`src/rtl/uart_mp_map.vh`:
```
// register addresses, control field positions, reset values and frame counts
`ifndef UART_MP_MAP_VH
`define UART_MP_MAP_VH

// ****************************************************************
// register addresses
// ****************************************************************
`define SERIAL_PORT_CONTROL_ADDR 8'h98
`define SERIAL_DATA_BUFFER_ADDR 8'h99

// ****************************************************************
// serial_port_control field positions
// ****************************************************************
`define FRAME_LENGTH_SELECT_BIT 7
`define UNUSED_ONE_BIT 6
`define MULTIPROC_FILTER_ENABLE_BIT 5
`define RECEIVE_ENABLE_BIT 4
`define TX_NINTH_BIT 3
`define RX_NINTH_BIT 2
`define TX_DONE_FLAG_BIT 1
`define RX_DONE_FLAG_BIT 0

// ****************************************************************
// reset values
// ****************************************************************
`define SERIAL_PORT_CONTROL_RESET 8'h40
`define SERIAL_DATA_BUFFER_RESET 8'h00
`define TIMER_RESET 8'h00

// ****************************************************************
// frame counts (transmit: bits after the start bit, stop included; receive: data bits only)
// ****************************************************************
`define FRAME8_TAIL_BITS 4'h9
`define FRAME9_TAIL_BITS 4'hA
`define RX_DATA8_BITS 4'h8
`define RX_DATA9_BITS 4'h9

`endif

```
`src/rtl/uart_mp_port.v`:
```
// serial port with 8/9-bit framing, address filter, transmit fifo and bit-rate timers
`timescale 1ns/1ps
`include "uart_mp_map.vh"

// ****************************************************************
// transmit fifo
// ****************************************************************
module tx_word_fifo #(
  parameter WIDTH = 9,
  parameter DEPTH = 16,
  parameter AW = 4
) (
  input wire clk, // core clock
  input wire reset_n, // async reset, active low
  input wire in_valid, // write request
  output wire in_ready, // room for a word
  input wire [WIDTH-1:0] in_data, // word to store
  output wire out_valid, // a word is waiting
  input wire out_ready, // consumer takes the word
  output wire [WIDTH-1:0] out_data // oldest word
);
  reg [WIDTH-1:0] mem [0:DEPTH-1]; // storage array
  reg [AW-1:0] wr_ptr; // next write slot
  reg [AW-1:0] rd_ptr; // next read slot
  reg [AW:0] count; // words held
  wire push; // accepted write
  wire pop; // accepted read

  assign in_ready = (count != DEPTH[AW:0]);
  assign out_valid = (count != {(AW+1){1'b0}});
  assign out_data = mem[rd_ptr];
  assign push = in_valid & in_ready;
  assign pop = out_valid & out_ready;

  // storage has no reset; contents are qualified by count
  always @(posedge clk) begin
    if (push) begin
      mem[wr_ptr] <= in_data;
    end
  end

  // pointers and fill level
  always @(posedge clk or negedge reset_n) begin
    if (!reset_n) begin
      wr_ptr <= {AW{1'b0}};
      rd_ptr <= {AW{1'b0}};
      count <= {(AW+1){1'b0}};
    end else begin
      if (push) begin
        wr_ptr <= wr_ptr + {{(AW-1){1'b0}}, 1'b1};
      end
      if (pop) begin
        rd_ptr <= rd_ptr + {{(AW-1){1'b0}}, 1'b1};
      end
      // simultaneous push and pop keep the level
      case ({push, pop})
        2'b10: count <= count + {{AW{1'b0}}, 1'b1};
        2'b01: count <= count - {{AW{1'b0}}, 1'b1};
        default: count <= count;
      endcase
    end
  end
endmodule // tx_word_fifo

module uart_mp_port #(
  parameter FIFO_DEPTH = 16,
  parameter FIFO_AW = 4
) (
  input wire CORE_CLK, // 250 MHz core clock
  input wire RESET_N, // async reset, active low
  input wire [7:0] ADDR, // register address
  input wire WR_EN, // register write strobe
  input wire [7:0] WR_DATA, // register write data
  input wire RD_EN, // register read strobe
  output reg [7:0] RD_DATA, // read data, one cycle after RD_EN
  output wire TX_READY, // transmit fifo can take a byte
  input wire TIMER_TICK, // one pulse per bit-rate timer clock
  input wire TIMER_RUN, // bit-rate timers enabled
  input wire [7:0] RELOAD_BYTE, // shared timer reload value
  input wire INT_ENABLE, // port interrupt enable
  output wire INT_REQ, // interrupt request, level
  input wire RX_PIN, // serial receive line, asynchronous
  output reg TX_PIN // serial transmit line
);
  // ****************************************************************
  // receive states
  // ****************************************************************
  localparam RX_IDLE = 2'b00;
  localparam RX_START = 2'b01;
  localparam RX_DATA = 2'b10;
  localparam RX_STOP = 2'b11;

  // ****************************************************************
  // declarations
  // ****************************************************************
  reg frame_length_select; // 0 = 8-bit, 1 = 9-bit
  reg multiproc_filter_enable; // address / stop check enable
  reg receive_enable_bit; // receiver on
  reg tx_ninth_bit; // ninth bit for next write
  reg rx_ninth_bit; // received stop or ninth bit
  reg tx_done_flag; // sticky transmit done
  reg rx_done_flag; // sticky receive done
  reg [7:0] rx_latch; // receive latch
  reg [7:0] tx_timer; // transmit bit-rate timer
  reg [7:0] rx_timer; // receive copy of the timer
  reg tx_half; // overflow divider, transmit
  reg rx_phase; // overflow divider, receive
  reg [9:0] tx_shift; // remaining frame bits
  reg [3:0] tx_left; // bits still to send
  reg tx_busy; // frame in progress
  reg rx_meta; // synchroniser stage one
  reg rx_sync; // synchroniser stage two
  reg rx_prev; // previous synchronised level
  reg [1:0] rx_state; // receive state
  reg [8:0] rx_shift; // collected data bits
  reg [3:0] rx_count; // data bits collected
  wire ctrl_wr; // control write
  wire data_wr; // data buffer write
  wire [8:0] tx_step; // transmit timer step
  wire [8:0] rx_step; // receive timer step
  wire tx_ovf; // transmit timer overflow
  wire rx_ovf; // receive timer overflow
  wire tx_bit_tick; // transmit bit boundary
  wire rx_sample; // receive bit centre
  wire start_edge; // falling edge on receive line
  wire fifo_valid; // byte waiting to send
  wire [8:0] fifo_data; // {ninth, data}
  wire fifo_pop; // transmitter takes byte
  wire [3:0] rx_need; // data bits for current mode
  wire rx_ninth_in; // ninth or stop bit seen
  wire filter_ok; // enabled filter passes
  wire rx_accept; // frame is taken
  wire tx_done_set; // hardware sets transmit done
  wire [7:0] control_value; // control read image

  // ****************************************************************
  // shared timer arithmetic
  // ****************************************************************
  // one timer clock step: {overflow, next count}
  function [8:0] timer_step;
    input [7:0] cnt;
    input [7:0] reload;
    begin
      if (cnt == 8'hFF) begin
        timer_step = {1'b1, reload};
      end else begin
        timer_step = {1'b0, cnt + 8'h01};
      end
    end
  endfunction

  assign ctrl_wr = WR_EN & (ADDR == `SERIAL_PORT_CONTROL_ADDR);
  assign data_wr = WR_EN & (ADDR == `SERIAL_DATA_BUFFER_ADDR);
  assign tx_step = timer_step(tx_timer, RELOAD_BYTE);
  assign rx_step = timer_step(rx_timer, RELOAD_BYTE);
  assign tx_ovf = TIMER_TICK & TIMER_RUN & tx_step[8];
  assign rx_ovf = TIMER_TICK & TIMER_RUN & rx_step[8];
  assign tx_bit_tick = tx_ovf & tx_half;
  assign rx_sample = rx_ovf & ~rx_phase;

  // ****************************************************************
  // bit-rate timers
  // ****************************************************************
  // both timers count up to overflow and reload from the shared value
  always @(posedge CORE_CLK or negedge RESET_N) begin
    if (!RESET_N) begin
      tx_timer <= `TIMER_RESET;
      rx_timer <= `TIMER_RESET;
      tx_half <= 1'b0;
      rx_phase <= 1'b0;
    end else begin
      if (TIMER_TICK & TIMER_RUN) begin
        tx_timer <= tx_step[7:0];
      end
      if (tx_ovf) begin
        tx_half <= ~tx_half;
      end
      if (start_edge) begin
        rx_timer <= RELOAD_BYTE;
        rx_phase <= 1'b0;
      end else if (TIMER_TICK & TIMER_RUN) begin
        rx_timer <= rx_step[7:0];
        if (rx_step[8]) begin
          rx_phase <= ~rx_phase;
        end
      end
    end
  end

  // ****************************************************************
  // transmit path
  // ****************************************************************
  // fifo lets software queue bytes; a full fifo refuses the write
  // write starts transmit
  tx_word_fifo #(
    .WIDTH(9),
    .DEPTH(FIFO_DEPTH),
    .AW(FIFO_AW)
  ) u_tx_fifo (
    .clk(CORE_CLK),
    .reset_n(RESET_N),
    .in_valid(data_wr),
    .in_ready(TX_READY),
    .in_data({tx_ninth_bit, WR_DATA}),
    .out_valid(fifo_valid),
    .out_ready(fifo_pop),
    .out_data(fifo_data)
  );

  // full start bit
  // frames start on a bit boundary so the start bit lasts a whole bit time;
  // a queued byte follows the stop bit with no idle gap
  assign fifo_pop = fifo_valid & tx_bit_tick & (~tx_busy | (tx_left == 4'h0));
  assign tx_done_set = tx_busy & tx_bit_tick & (tx_left == 4'h1);

  // frame sequencer; start bit goes out at the bit tick that pops the byte
  always @(posedge CORE_CLK or negedge RESET_N) begin
    if (!RESET_N) begin
      tx_shift <= 10'h3FF;
      tx_left <= 4'h0;
      tx_busy <= 1'b0;
      TX_PIN <= 1'b1;
    end else begin
      if (fifo_pop) begin
        tx_busy <= 1'b1;
        TX_PIN <= 1'b0;
        if (frame_length_select) begin
          tx_shift <= {1'b1, fifo_data[8], fifo_data[7:0]};
          tx_left <= `FRAME9_TAIL_BITS;
        end else begin
          tx_shift <= {2'b11, fifo_data[7:0]};
          tx_left <= `FRAME8_TAIL_BITS;
        end
      end else if (tx_busy & tx_bit_tick) begin
        if (tx_left == 4'h0) begin
          tx_busy <= 1'b0;
          TX_PIN <= 1'b1;
        end else begin
          // lsb first, stop bit last
          TX_PIN <= tx_shift[0];
          tx_shift <= {1'b1, tx_shift[9:1]};
          tx_left <= tx_left - 4'h1;
        end
      end
    end
  end

  // ****************************************************************
  // receive path
  // ****************************************************************
  // two-flop synchroniser; only the second stage feeds logic
  always @(posedge CORE_CLK or negedge RESET_N) begin
    if (!RESET_N) begin
      rx_meta <= 1'b1;
      rx_sync <= 1'b1;
      rx_prev <= 1'b1;
    end else begin
      rx_meta <= RX_PIN;
      rx_sync <= rx_meta;
      rx_prev <= rx_sync;
    end
  end

  assign start_edge = (rx_state == RX_IDLE) & receive_enable_bit & rx_prev & ~rx_sync;
  assign rx_need = frame_length_select ? `RX_DATA9_BITS : `RX_DATA8_BITS;
  // ninth data bit in 9-bit mode, stop bit in 8-bit mode
  assign rx_ninth_in = frame_length_select ? rx_shift[8] : rx_sync;
  assign filter_ok = ~multiproc_filter_enable | rx_ninth_in;
  assign rx_accept = (rx_state == RX_STOP) & rx_sample & ~rx_done_flag & filter_ok;

  // first overflow after the reload hits the start-bit centre
  always @(posedge CORE_CLK or negedge RESET_N) begin
    if (!RESET_N) begin
      rx_state <= RX_IDLE;
      rx_shift <= 9'h000;
      rx_count <= 4'h0;
    end else if (!receive_enable_bit) begin
      // disabling mid-frame drops the frame
      rx_state <= RX_IDLE;
    end else begin
      case (rx_state)
        RX_IDLE: begin
          if (start_edge) begin
            rx_state <= RX_START;
            rx_count <= 4'h0;
          end
        end
        RX_START: begin
          if (rx_sample) begin
            // a high level here is a glitch, not a start bit
            rx_state <= rx_sync ? RX_IDLE : RX_DATA;
          end
        end
        RX_DATA: begin
          if (rx_sample) begin
            // shift in from the top; 8-bit frames end aligned one high
            rx_shift <= {rx_sync, rx_shift[8:1]};
            rx_count <= rx_count + 4'h1;
            if (rx_count == rx_need - 4'h1) begin
              rx_state <= RX_STOP;
            end
          end
        end
        RX_STOP: begin
          if (rx_sample) begin
            rx_state <= RX_IDLE;
            if (!frame_length_select) begin
              rx_shift <= {1'b0, rx_shift[8:1]};
            end
          end
        end
        default: begin
          rx_state <= RX_IDLE;
        end
      endcase
    end
  end

  // ****************************************************************
  // control register and receive latch
  // ****************************************************************
  // done flags: hardware set wins over a software clear in the same cycle
  always @(posedge CORE_CLK or negedge RESET_N) begin
    if (!RESET_N) begin
      frame_length_select <= 1'b0;
      multiproc_filter_enable <= 1'b0;
      receive_enable_bit <= 1'b0;
      tx_ninth_bit <= 1'b0;
      rx_ninth_bit <= 1'b0;
      tx_done_flag <= 1'b0;
      rx_done_flag <= 1'b0;
      rx_latch <= `SERIAL_DATA_BUFFER_RESET;
    end else begin
      if (ctrl_wr) begin
        frame_length_select <= WR_DATA[`FRAME_LENGTH_SELECT_BIT];
        multiproc_filter_enable <= WR_DATA[`MULTIPROC_FILTER_ENABLE_BIT];
        receive_enable_bit <= WR_DATA[`RECEIVE_ENABLE_BIT];
        tx_ninth_bit <= WR_DATA[`TX_NINTH_BIT];
      end
      tx_done_flag <= (ctrl_wr ? WR_DATA[`TX_DONE_FLAG_BIT] : tx_done_flag) | tx_done_set;
      rx_done_flag <= (ctrl_wr ? WR_DATA[`RX_DONE_FLAG_BIT] : rx_done_flag) | rx_accept;
      if (rx_accept) begin
        // 8-bit frames: data sits in the top eight bits before the final shift
        rx_latch <= frame_length_select ? rx_shift[7:0] : rx_shift[8:1];
        rx_ninth_bit <= rx_ninth_in;
      end else if (ctrl_wr) begin
        rx_ninth_bit <= WR_DATA[`RX_NINTH_BIT];
      end
    end
  end

  assign control_value = {frame_length_select, 1'b1, multiproc_filter_enable,
                          receive_enable_bit, tx_ninth_bit, rx_ninth_bit,
                          tx_done_flag, rx_done_flag};

  // registered read port; unmapped addresses read zero
  always @(posedge CORE_CLK or negedge RESET_N) begin
    if (!RESET_N) begin
      RD_DATA <= 8'h00;
    end else if (RD_EN) begin
      if (ADDR == `SERIAL_PORT_CONTROL_ADDR) begin
        RD_DATA <= control_value;
      end else if (ADDR == `SERIAL_DATA_BUFFER_ADDR) begin
        RD_DATA <= rx_latch;
      end else begin
        RD_DATA <= 8'h00;
      end
    end
  end

  assign INT_REQ = INT_ENABLE & (tx_done_flag | rx_done_flag);
endmodule // uart_mp_port

```
`config.mk`:
```
export PLATFORM = sky130hd
export DESIGN_NAME = uart_mp_port
export DESIGN_NICKNAME = d
export VERILOG_FILES = /design/src/rtl/uart_mp_port.v
export VERILOG_INCLUDE_DIRS = /design/src /design/src/rtl
export SDC_FILE = /design/constraint.sdc
export NUM_CORES = 1
export LEC_CHECK = 0
export BUFFER_PORTS_ARGS = -buffer_cell sky130_fd_sc_hd__buf_4
export CORE_MARGIN = 2
export CORE_UTILIZATION = 56
export DETAILED_ROUTE_END_ITERATION = 10
export PLACE_DENSITY = 0.76
export SYNTH_ARGS = -nofsm -noshare
export SYNTH_HDL_FRONTEND = slang
export SYNTH_HIERARCHICAL = 1
export SYNTH_SLANG_ARGS = --single-unit
```
`constraint.sdc`:
```
create_clock -name CORE_CLK -period 3.3 [get_ports CORE_CLK]
set_clock_uncertainty 0.15 [all_clocks]
set_input_delay 0.165 -clock CORE_CLK [delete_from_list [all_inputs] [get_ports CORE_CLK]]
set_output_delay 0.165 -clock CORE_CLK [all_outputs]
set_load 0.02 [all_outputs]
```
==> flow_summary.json, run 1 <==
{
  "fin_cells": 1055,
  "wire_per_inst_um": 21.4,
  "remaining_drc_errors": 0,
  "h-tree-depth": 1,
  "fin_crit_ps": 3140,
  "power-per-cell-area_nw_per_um2": 537,
  "comb_power_share_pct": 6.1,
  "hold_class": "primary input to flip-flop",
  "numCtsBuffers": 24,
  "synth_edf_count": 144,
  "slew_violations": 0,
  "cts.path.max_buffers": 3,
  "grt_pass1_vias": 6569,
  "grt_usage_pct": 23.1,
  "crit_slowest_cell": "dfrtp_1",
  "clock_sinks": 231,
  "syn-num-nets": 765,
  "cp_slowest_stage_delay_ps": 430,
  "crit_type": "flip-flop to flip-flop",
  "yosysTopAreaCellShare_pct": 41.8,
  "die_area_um2": 19600,
  "crit_family": "simple AND/OR/NAND/NOR gates",
  "netSwitchingFraction_pct": 22.3,
  "clk_latency_ps": 510,
  "placed_cell_area_um2": 11000,
  "coreArea_um2": 18000,
  "via_count": 6489,
  "ir_worst_vdd_mv": 0.418,
  "hold_viol_final": 0,
  "rows": 49,
  "crit_fanout": 6,
  "drtIter0Drc": 514,
  "viasPerCell": 6.15,
  "synthCells": 717,
  "yosysWarningCount": 6,
  "ys.flop_type": "edfxtp_1",
  "cts-root-buf": "clkbuf_16",
  "worstSetupEndpointType": "flip-flop",
  "gp_congestion": 0.878,
  "synth.cell_area_um2": 10300,
  "grt_pass1_wl_um": 35700,
  "detail-route-antenna-nets": 0,
  "p_sw_uw": 1450,
  "finalNetCount": 856,
  "critical_path_required_ps": 3550,
  "p_int_uw": 5040,
  "layout-drive-gt1-share_pct": 26.2,
  "synth_top_area_cell": "edfxtp_1",
  "tightest_slew_ps": 1120,
  "diodes": 0,
  "cts.clk_slew.worst_paths_ps": 60,
  "synth_seq_cells": 231,
  "finalCritPeriodShare_pct": 95.1,
  "antenna_found_initial": 0,
  "fin_area_um2": 12100,
  "synthArstFlopShare_pct": 37.7,
  "cts_tree": "built",
  "slew_headroom_pct": 25.6,
  "finalSetupViolCount": 0,
  "hpwlAfterDp_um": 14400,
  "die_h_um": 140,
  "buffer_ports.inserted": 42,
  "crit_chain": "nor4_2 > nand2b_1 > o21ai_1 > nor2_1 > and2_1 > ha_4 > ha_1 > nor2b_1 > o21ai_0 > a21oi_1 > or3b_1 > xnor2_1",
  "cp.buffers_inverters": 0,
  "syn_to_final_growth_pct": 16.8,
  "drv_cap": 0,
  "yosys-top-cells-area": "edfxtp_1 (42%), dfrtp_1 (18%), mux2_2 (3.9%)",
  "synth.distinct_cells": 73,
  "synth_common_cells": "edfxtp_1 (144), dfrtp_1 (74), nand2_1 (41)",
  "timing.hold.ws_ps": 14.6,
  "max_freq_ghz": 0.319,
  "die_w_um": 140,
  "grt-ovfl-total": 0,
  "grt_max_degree": 88,
  "syn_avg_cell_area_um2": 14.4,
  "dr.pass1.iters": 5,
  "drt-total-wl_um": 22600,
  "cp.arrival_ps": 3380,
  "synthMostInstantiatedCell": "edfxtp_1",
  "synth-seq-area-share_pct": 63.0,
  "clkPwrFrac_pct": 42.9,
  "start_util_pct": 57.4,
  "start_kind": "flip-flop",
  "io_pins": 43,
  "placed_cells": 983,
  "p_seq_share_pct": 51.0,
  "p_leak_uw": 0.00457,
  "status": "finished, final reports clean"
}
[power groups by stage]
stage | Clock, µW | Combinational [µW] | Sequential (µW)
after floorplan | 0 | 214 | 3340
after global placement | 0 | 342 | 3350
after detailed placement | 0 | 354 | 3360
after CTS | 2830 | 382 | 3310
after global routing | 2940 | 436 | 3320
final | 2790 | 395 | 3310
[metrics by stage]
step	TNS (ps)	utilization, %	total power (µW)	worst slack, ps
floorplan	0	-	3550	77.2
global placement	0	60.8	3690	233
detailed placement	-11.4	60.8	3710	-11.4
CTS	0	66.7	6520	25.2
global route	-13.7	67.0	6700	-13.7
finish	0	67.0	6490	161
[area by class of cell]
cell class	instances	area [µm²]
flip-flops and latches	231	6520
clock inverters	12	180
inverters	16	60.1
multi-input cells	438	3610
well taps	229	287
repair buffers	97	788
clock buffers	32	641
fillers	1219	5940
[logic make-up after synthesis]
logic type	share of synthesized area [%]
compound gates	10.1
xor+xnor	1.02
fa+ha+maj	2.01
flops	63.0
simple gates	9.05
mux	12.4
buf+inv	2.39
[state kept, by name, summed over array words and instances (netlist names), 2 cells and up]
signal            cells
rx_count              4
rx_state              2
u_tx_fifo/count       5
u_tx_fifo/wr_ptr      4
tx_left               4
RD_DATA               8
u_tx_fifo/mem       144
u_tx_fifo/rd_ptr      4
tx_shift              9
rx_timer              8
rx_shift              9
tx_timer              8
rx_latch              8
[layout by cell type, fill, tap and decap left out, drive strengths merged, types with 18 or more instances in the layout]
| cell | count |
|---|---|
| dlygate4sd3 | 24 |
| clkbuf | 32 |
| nand2 | 42 |
| dfrtp | 74 |
| buf | 73 |
| mux2i | 40 |
| o21ai | 30 |
| nor2 | 37 |
| mux2 | 41 |
| a21oi | 39 |
| edfxtp | 144 |
| mux4 | 18 |
| a22oi | 18 |
| nand3 | 21 |
[tightest hold or removal path, cell delays in order]
cell and delay [ps]:
buf_4 100, nor4_2 90, a22oi_1 200, a21oi_1 90
[timing repair]
action / in CTS / in global routing
pin swaps: 0 / 1
setup endpoints to repair: 1 / 1
buffers inserted: 0 / 4
gates resized for setup: 1 / 6
endpoints found under the hold margin: 233 / 0
hold buffers: 24 / 0
[layer usage]
layer | global-route usage (%) | up-vias | wire (µm)
met3 | 4.10 | 42 | 1550
met1 | 32.4 | 3252 | 9610
li1 | - | 2948 | -
met4 | 7.16 | 0 | 546
met2 | 37.6 | 247 | 10900
met5 | 0 | - | 0
[worst paths after layout]
check                                               start  slack, ps                               to  depth (start not counted)
setup / recovery           u_tx_fifo/count[0]$_DFFE_PN0P_        160   u_tx_fifo/count[4]$_DFFE_PN0P_                         12
hold / removal                                    ADDR[6]         10           RD_DATA[0]$_DFFE_PN0P_                          4
min in group asynchronous                         RESET_N        270          rx_count[2]$_DFFE_PN0P_                          2
max in group asynchronous                         RESET_N       1960  u_tx_fifo/rd_ptr[0]$_DFFE_PN0P_                          2
setup reg to reg           u_tx_fifo/count[0]$_DFFE_PN0P_        160   u_tx_fifo/count[4]$_DFFE_PN0P_                         12
hold reg to reg                         rx_meta$_DFF_PN1_        210                rx_sync$_DFF_PN1_                          0
No activity file was read; power rests on OpenSTA's default activity.
==> run 2, diff against run 1 <==
--- a/config.mk
+++ b/config.mk
@@ -9,6 +9,7 @@
 export BUFFER_PORTS_ARGS = -buffer_cell sky130_fd_sc_hd__buf_4
 export CORE_MARGIN = 2
 export CORE_UTILIZATION = 56
+export CTS_BUF_LIST = sky130_fd_sc_hd__clkbuf_16
 export DETAILED_ROUTE_END_ITERATION = 10
 export PLACE_DENSITY = 0.76
 export SYNTH_ARGS = -nofsm -noshare
==> flow_summary.json, run 2 (synthesis results as in run 1) <==
{
  "status": "finished, final reports clean",
  "final_cell_mix": "edfxtp_1 (144), buf_4 (73), dfrtp_1 (72)",
  "layout_commonest_cell": "edfxtp_1",
  "start_util_pct": 57.4,
  "top_usage_layer": "met2",
  "fin_ws_ps": 158,
  "hold_viol_final": 0,
  "gp_congestion": 0.878,
  "diodes": 0,
  "die_area_um2": 19600,
  "drt-total-wl_um": 22500,
  "r2r_start": "u_tx_fifo/count[0]$_DFFE_PN0P_",
  "io_pins": 43,
  "grt_pass1_wl_um": 35700,
  "grt-ovfl-total": 0,
  "top_regs": "u_tx_fifo/mem x144, rx_shift x9, tx_shift x9",
  "hold_class": "primary input to flip-flop",
  "max_freq_ghz": 0.318,
  "viasPerCell": 6.16,
  "hpwlAfterDp_um": 14400,
  "cp.arrival_ps": 3390,
  "start_kind": "flip-flop",
  "cts_tree": "built",
  "clk_latency_ps": 520,
  "wire_per_inst_um": 21.3,
  "crit_end": "u_tx_fifo/count[4]$_DFFE_PN0P_",
  "slew_violations": 0,
  "slew_headroom_pct": 25.7,
  "drv_cap": 0,
  "power-per-cell-area_nw_per_um2": 534,
  "final_util_pct": 67.0,
  "syn_to_final_growth_pct": 16.7,
  "fin_crit_ps": 3140,
  "grt_pass1_vias": 6572,
  "numCtsBuffers": 24,
  "buffer_ports.inserted": 42,
  "placed_cells": 983,
  "crit_fanout": 6,
  "reg2reg_to": "u_tx_fifo/count[4]$_DFFE_PN0P_",
  "finalSetupViolCount": 0,
  "ir_worst_vdd_mv": 0.416,
  "h-tree-depth": 1,
  "met3_usage_pct": 4.10,
  "rows": 49,
  "fin_cells": 1055,
  "cp.buffers_inverters": 0,
  "grt_util_met2_pct": 37.5,
  "crit_type": "flip-flop to flip-flop",
  "reg2regPathDepth": 12,
  "remaining_drc_errors": 0,
  "fill_cells": 1219,
  "grt_usage_pct": 23.1,
  "cts.clk_slew.worst_paths_ps": 60,
  "p_leak_uw": 0.00459,
  "antenna_found_initial": 0,
  "crit_family": "simple AND/OR/NAND/NOR gates",
  "detail-route-antenna-nets": 0,
  "cp-startpoint": "u_tx_fifo/count[0]$_DFFE_PN0P_",
  "regMostFlops": "u_tx_fifo/mem",
  "worstSetupEndpointType": "flip-flop",
  "critical_path_required_ps": 3550,
  "drtIter0Drc": 562,
  "crit_slowest_cell": "dfrtp_1",
  "clock_sinks": 231,
  "register_area_um2": 6520,
  "die_h_um": 140,
  "use_met1_pct": 32.5,
  "finalNetCount": 856,
  "dr.pass1.iters": 5,
  "cts.path.max_buffers": 3,
  "finalCritPeriodShare_pct": 95.2,
  "crit_chain": "nor4_2 > nand2b_1 > o21ai_1 > nor2_1 > and2_1 > ha_4 > ha_1 > nor2b_1 > o21ai_0 > a21oi_1 > or3b_1 > xnor2_1",
  "layout-drive-gt1-share_pct": 26.0,
  "tightest_slew_ps": 1110,
  "pre_cts_slack_ps": -11.4,
  "grt_max_degree": 88,
  "cts-root-buf": "clkbuf_16",
  "cp_slowest_stage_delay_ps": 430,
  "multi_input_area_um2": 3610,
  "die_w_um": 140,
  "reg2reg_slack_ps": 160,
  "largest_reg_flops": 144,
  "coreArea_um2": 18000,
  "via_count": 6495,
  "cp.depth": 12
}
## run 2: changes by cell type in the layout (fill, tap and decap cells not counted), sizes merged
cell / change
clkbuf: -8
inv: +7
clkinv: +1
## run 2: power breakdown
| group | internal (µW) | switching [µW] | leakage [µW] |
|---|---|---|---|
| Combinational | 179 | 216 | 0.00177 |
| Clock | 1650 | 1100 | 0.000425 |
| Sequential | 3170 | 136 | 0.00239 |
## run 2: repair_timing
item / 4_1_cts / 5_1_grt
hold endpoints to repair: 233 / 0
endpoints found under the setup margin: 1 / 1
pin swaps: 0 / 1
resized for setup: 1 / 6
buffers inserted: 0 / 4
hold buffers: 24 / 0
## run 2: final cells by class
class	instances	share of cell area, %
multi-input combinational	438	29.9
tap	229	2.37
clock inverter	20	1.74
inverter	16	0.497
sequential	231	54.0
clock buffer	24	4.97
timing repair buffer	97	6.53
## run 2: worst min path at each step
stage                                         to     from  slack [ps]  depth (start not counted)
after floorplan           RD_DATA[0]$_DFFE_PN0P_  RESET_N        -280                          0
after global placement         rx_meta$_DFF_PN1_   RX_PIN         120                          1
after detailed placement       rx_meta$_DFF_PN1_   RX_PIN         120                          1
after CTS                 RD_DATA[1]$_DFFE_PN0P_  ADDR[6]           6                          4
after global routing      RD_DATA[1]$_DFFE_PN0P_  ADDR[6]          50                          4
final                     RD_DATA[0]$_DFFE_PN0P_  ADDR[6]          20                          4
## run 2: routing by layer
| metal | up-vias | part of all wire [%] |
|---|---|---|
| met4 | 0 | 2.5 |
| li1 | 2946 | - |
| met2 | 246 | 48 |
| met1 | 3257 | 43 |
| met3 | 46 | 6.7 |
| met5 | - | 0 |
## run 2: metrics by stage
| step | total power, µW | hold slack [ps] | area [µm²] | setup TNS (ps) |
|---|---|---|---|---|
| after floorplan | 3550 | -281 | 10300 | 0 |
| after global placement | 3690 | 123 | 11000 | 0 |
| after detailed placement | 3710 | 124 | 11000 | -11.4 |
| after CTS | 6480 | 5.91 | 12000 | 0 |
| after global routing | 6660 | 51.2 | 12100 | -13.7 |
| final | 6450 | 15.1 | 12100 | 0 |
## run 2: worst register-to-register path, delay by kind of cell, from the launching register on
family                   cells  cell delay, ps
AND/OR/NAND/NOR              6            1300
adder cells (fa/ha/maj)      2             520
AO/OA/AOI/OAI                3             500
flip-flops                   1             430
XOR/XNOR                     1             140
==> run 3, diff against run 2 <==
--- a/config.mk
+++ b/config.mk
@@ -8,10 +8,10 @@
 export LEC_CHECK = 0
 export BUFFER_PORTS_ARGS = -buffer_cell sky130_fd_sc_hd__buf_4
 export CORE_MARGIN = 2
-export CORE_UTILIZATION = 56
+export CORE_UTILIZATION = 50
 export CTS_BUF_LIST = sky130_fd_sc_hd__clkbuf_16
 export DETAILED_ROUTE_END_ITERATION = 10
-export PLACE_DENSITY = 0.76
+export PLACE_DENSITY = 0.69
 export SYNTH_ARGS = -nofsm -noshare
 export SYNTH_HDL_FRONTEND = slang
 export SYNTH_HIERARCHICAL = 1
==> constraint.sdc (replaced) <==
create_clock -name CORE_CLK -period 2.8 [get_ports CORE_CLK]
set_clock_uncertainty 0.15 [all_clocks]
set_input_delay 0.14 -clock CORE_CLK [delete_from_list [all_inputs] [get_ports CORE_CLK]]
set_output_delay 0.14 -clock CORE_CLK [all_outputs]
set_load 0.02 [all_outputs]
==> flow_summary.json, run 3 (synthesis results as in run 1) <==
{
  "cts.clk_slew.worst_paths_ps": 60,
  "ir_worst_vdd_mv": 0.412,
  "cts-root-buf": "clkbuf_16",
  "tightest_slew_ps": 884,
  "largest_reg_flops": 144,
  "crit_chain": "nor4_4 > buf_4 > nand2_1 > and2_1 > inv_2 > ha_4 > inv_4 > fa_2 > nor2b_4 > o21ai_2 > nand3_1 > or3b_1 > xnor2_1",
  "via_count": 6518,
  "max_freq_ghz": 0.351,
  "wire_per_inst_um": 20.0,
  "clock_sinks": 231,
  "crit_type": "flip-flop to flip-flop",
  "h-tree-depth": 1,
  "finalSetupViolCount": 1,
  "grt_max_degree": 46,
  "grt_setup_unrepaired": "true",
  "final_cell_mix": "edfxtp_1 (144), buf_4 (102), dfrtp_1 (72)",
  "start_kind": "flip-flop",
  "timing.hold.ws_ps": 47.1,
  "hold_viol_final": 0,
  "status": "finished with violations",
  "grt_usage_pct": 21.4,
  "grt-ovfl-total": 0,
  "fin_ws_ps": -52.8,
  "pre_cts_slack_ps": -164,
  "p_leak_uw": 0.00473,
  "drtIter0Drc": 492,
  "numCtsBuffers": 24,
  "grt_pass1_wl_um": 36800,
  "crit_fanout": 3,
  "cp.buffers_inverters": 3,
  "hpwlAfterDp_um": 15100,
  "gp_congestion": 0.834,
  "cts_tree": "built",
  "viasPerCell": 5.76,
  "start_util_pct": 51.0,
  "power-per-cell-area_nw_per_um2": 591,
  "cts.path.max_buffers": 3,
  "clk_latency_ps": 510,
  "critical_path_required_ps": 3040,
  "slew_violations": 0,
  "die_h_um": 148,
  "grt_pass1_vias": 6927,
  "drv_cap": 0,
  "dr.pass1.iters": 5,
  "finalNetCount": 891,
  "layout_commonest_cell": "edfxtp_1",
  "io_pins": 43,
  "cp_slowest_stage_delay_ps": 430,
  "detail-route-antenna-nets": 0,
  "top_regs": "u_tx_fifo/mem x144, rx_shift x9, tx_shift x9",
  "antenna_found_initial": 0,
  "hold_class": "primary input to asynchronous set/reset pin",
  "layout-drive-gt1-share_pct": 30.0,
  "buffer_ports.inserted": 42,
  "diodes": 0,
  "die_w_um": 148,
  "crit_family": "simple AND/OR/NAND/NOR gates",
  "syn_to_final_growth_pct": 20.0,
  "regMostFlops": "u_tx_fifo/mem",
  "violations": "negative setup slack",
  "remaining_drc_errors": 0,
  "worstSetupEndpointType": "flip-flop",
  "die_area_um2": 21900,
  "cp.arrival_ps": 3090,
  "slew_headroom_pct": 41.1,
  "drt-total-wl_um": 22600,
  "crit_slowest_cell": "dfrtp_1",
  "coreArea_um2": 20300,
  "rows": 52,
  "finalCritPeriodShare_pct": 102,
  "fin_crit_ps": 2850
}
run 3: cell types whose count changed in the layout (fill, tap and decap cells not counted), sizes merged:
cell,previous run,this run
buf,73,105
bufinv,4,1
clkinv,8,14
clkinvlp,0,1
dlygate4sd3,24,27
inv,24,20
run 3: layout make-up:
type | instances | area [µm²]
Sequential cell | 231 | 6520
Tap cell | 270 | 338
Inverter | 16 | 62.6
Clock buffer | 24 | 601
Fill cell | 1526 | 7890
Multi-Input combinational cell | 438 | 3670
Timing Repair Buffer | 132 | 1100
Clock inverter | 20 | 126
run 3: what timing repair did:
| action | CTS | global route |
|---|---|---|
| endpoints found under the hold margin | 203 | 0 |
| pin swaps | 12 | 11 |
| hold buffers | 27 | 0 |
| endpoints found under the setup margin | 1 | 2 |
| gates resized for setup | 9 | 5 |
| buffers inserted | 8 | 2 |
run 3: worst paths after layout:
check,slack [ps],to,from,cells after the start
setup / recovery,-50,u_tx_fifo/count[4]$_DFFE_PN0P_,u_tx_fifo/count[0]$_DFFE_PN0P_,13
hold / removal,50,tx_timer[1]$_DFFE_PN0N_,RESET_N,2
setup reg to reg,-50,u_tx_fifo/count[4]$_DFFE_PN0P_,u_tx_fifo/count[0]$_DFFE_PN0P_,13
hold reg to reg,210,rx_sync$_DFF_PN1_,rx_meta$_DFF_PN1_,0
max in group asynchronous,1660,rx_prev$_DFF_PN1_,RESET_N,3
min in group CORE_CLK,110,RD_DATA[2]$_DFFE_PN0P_,ADDR[2],5
run 3: power breakdown:
group          switching [µW]  internal (µW)
logic                     291            255
clock network            1260           1650
registers                 135           3740
total                    1680           5650
run 3: routing by layer:
metal | track usage, % | part of all wire [%] | vias up | routed length (µm)
li1 | - | - | 3015 | -
met1 | 30.2 | 45 | 3297 | 10200
met2 | 36.0 | 49 | 173 | 11000
met3 | 2.87 | 4.8 | 33 | 1100
met4 | 4.48 | 1.6 | 0 | 367
met5 | 0 | 0 | - | 0
run 3: stage by stage:
step | std cells | TNS (ps) | util (%) | power, µW | area, µm²
5_1_grt | 1131 | -236 | 61.2 | 7620 | 12400
3_3_place_gp | 1050 | 0 | 55.6 | 4400 | 11300
3_5_place_dp | 1050 | -164 | 55.6 | 4440 | 11300
4_1_cts | 1129 | -66.5 | 61.0 | 7390 | 12400
2_1_floorplan | 717 | -105 | - | 4190 | 10400
6_report | 1131 | -52.8 | 61.2 | 7330 | 12400
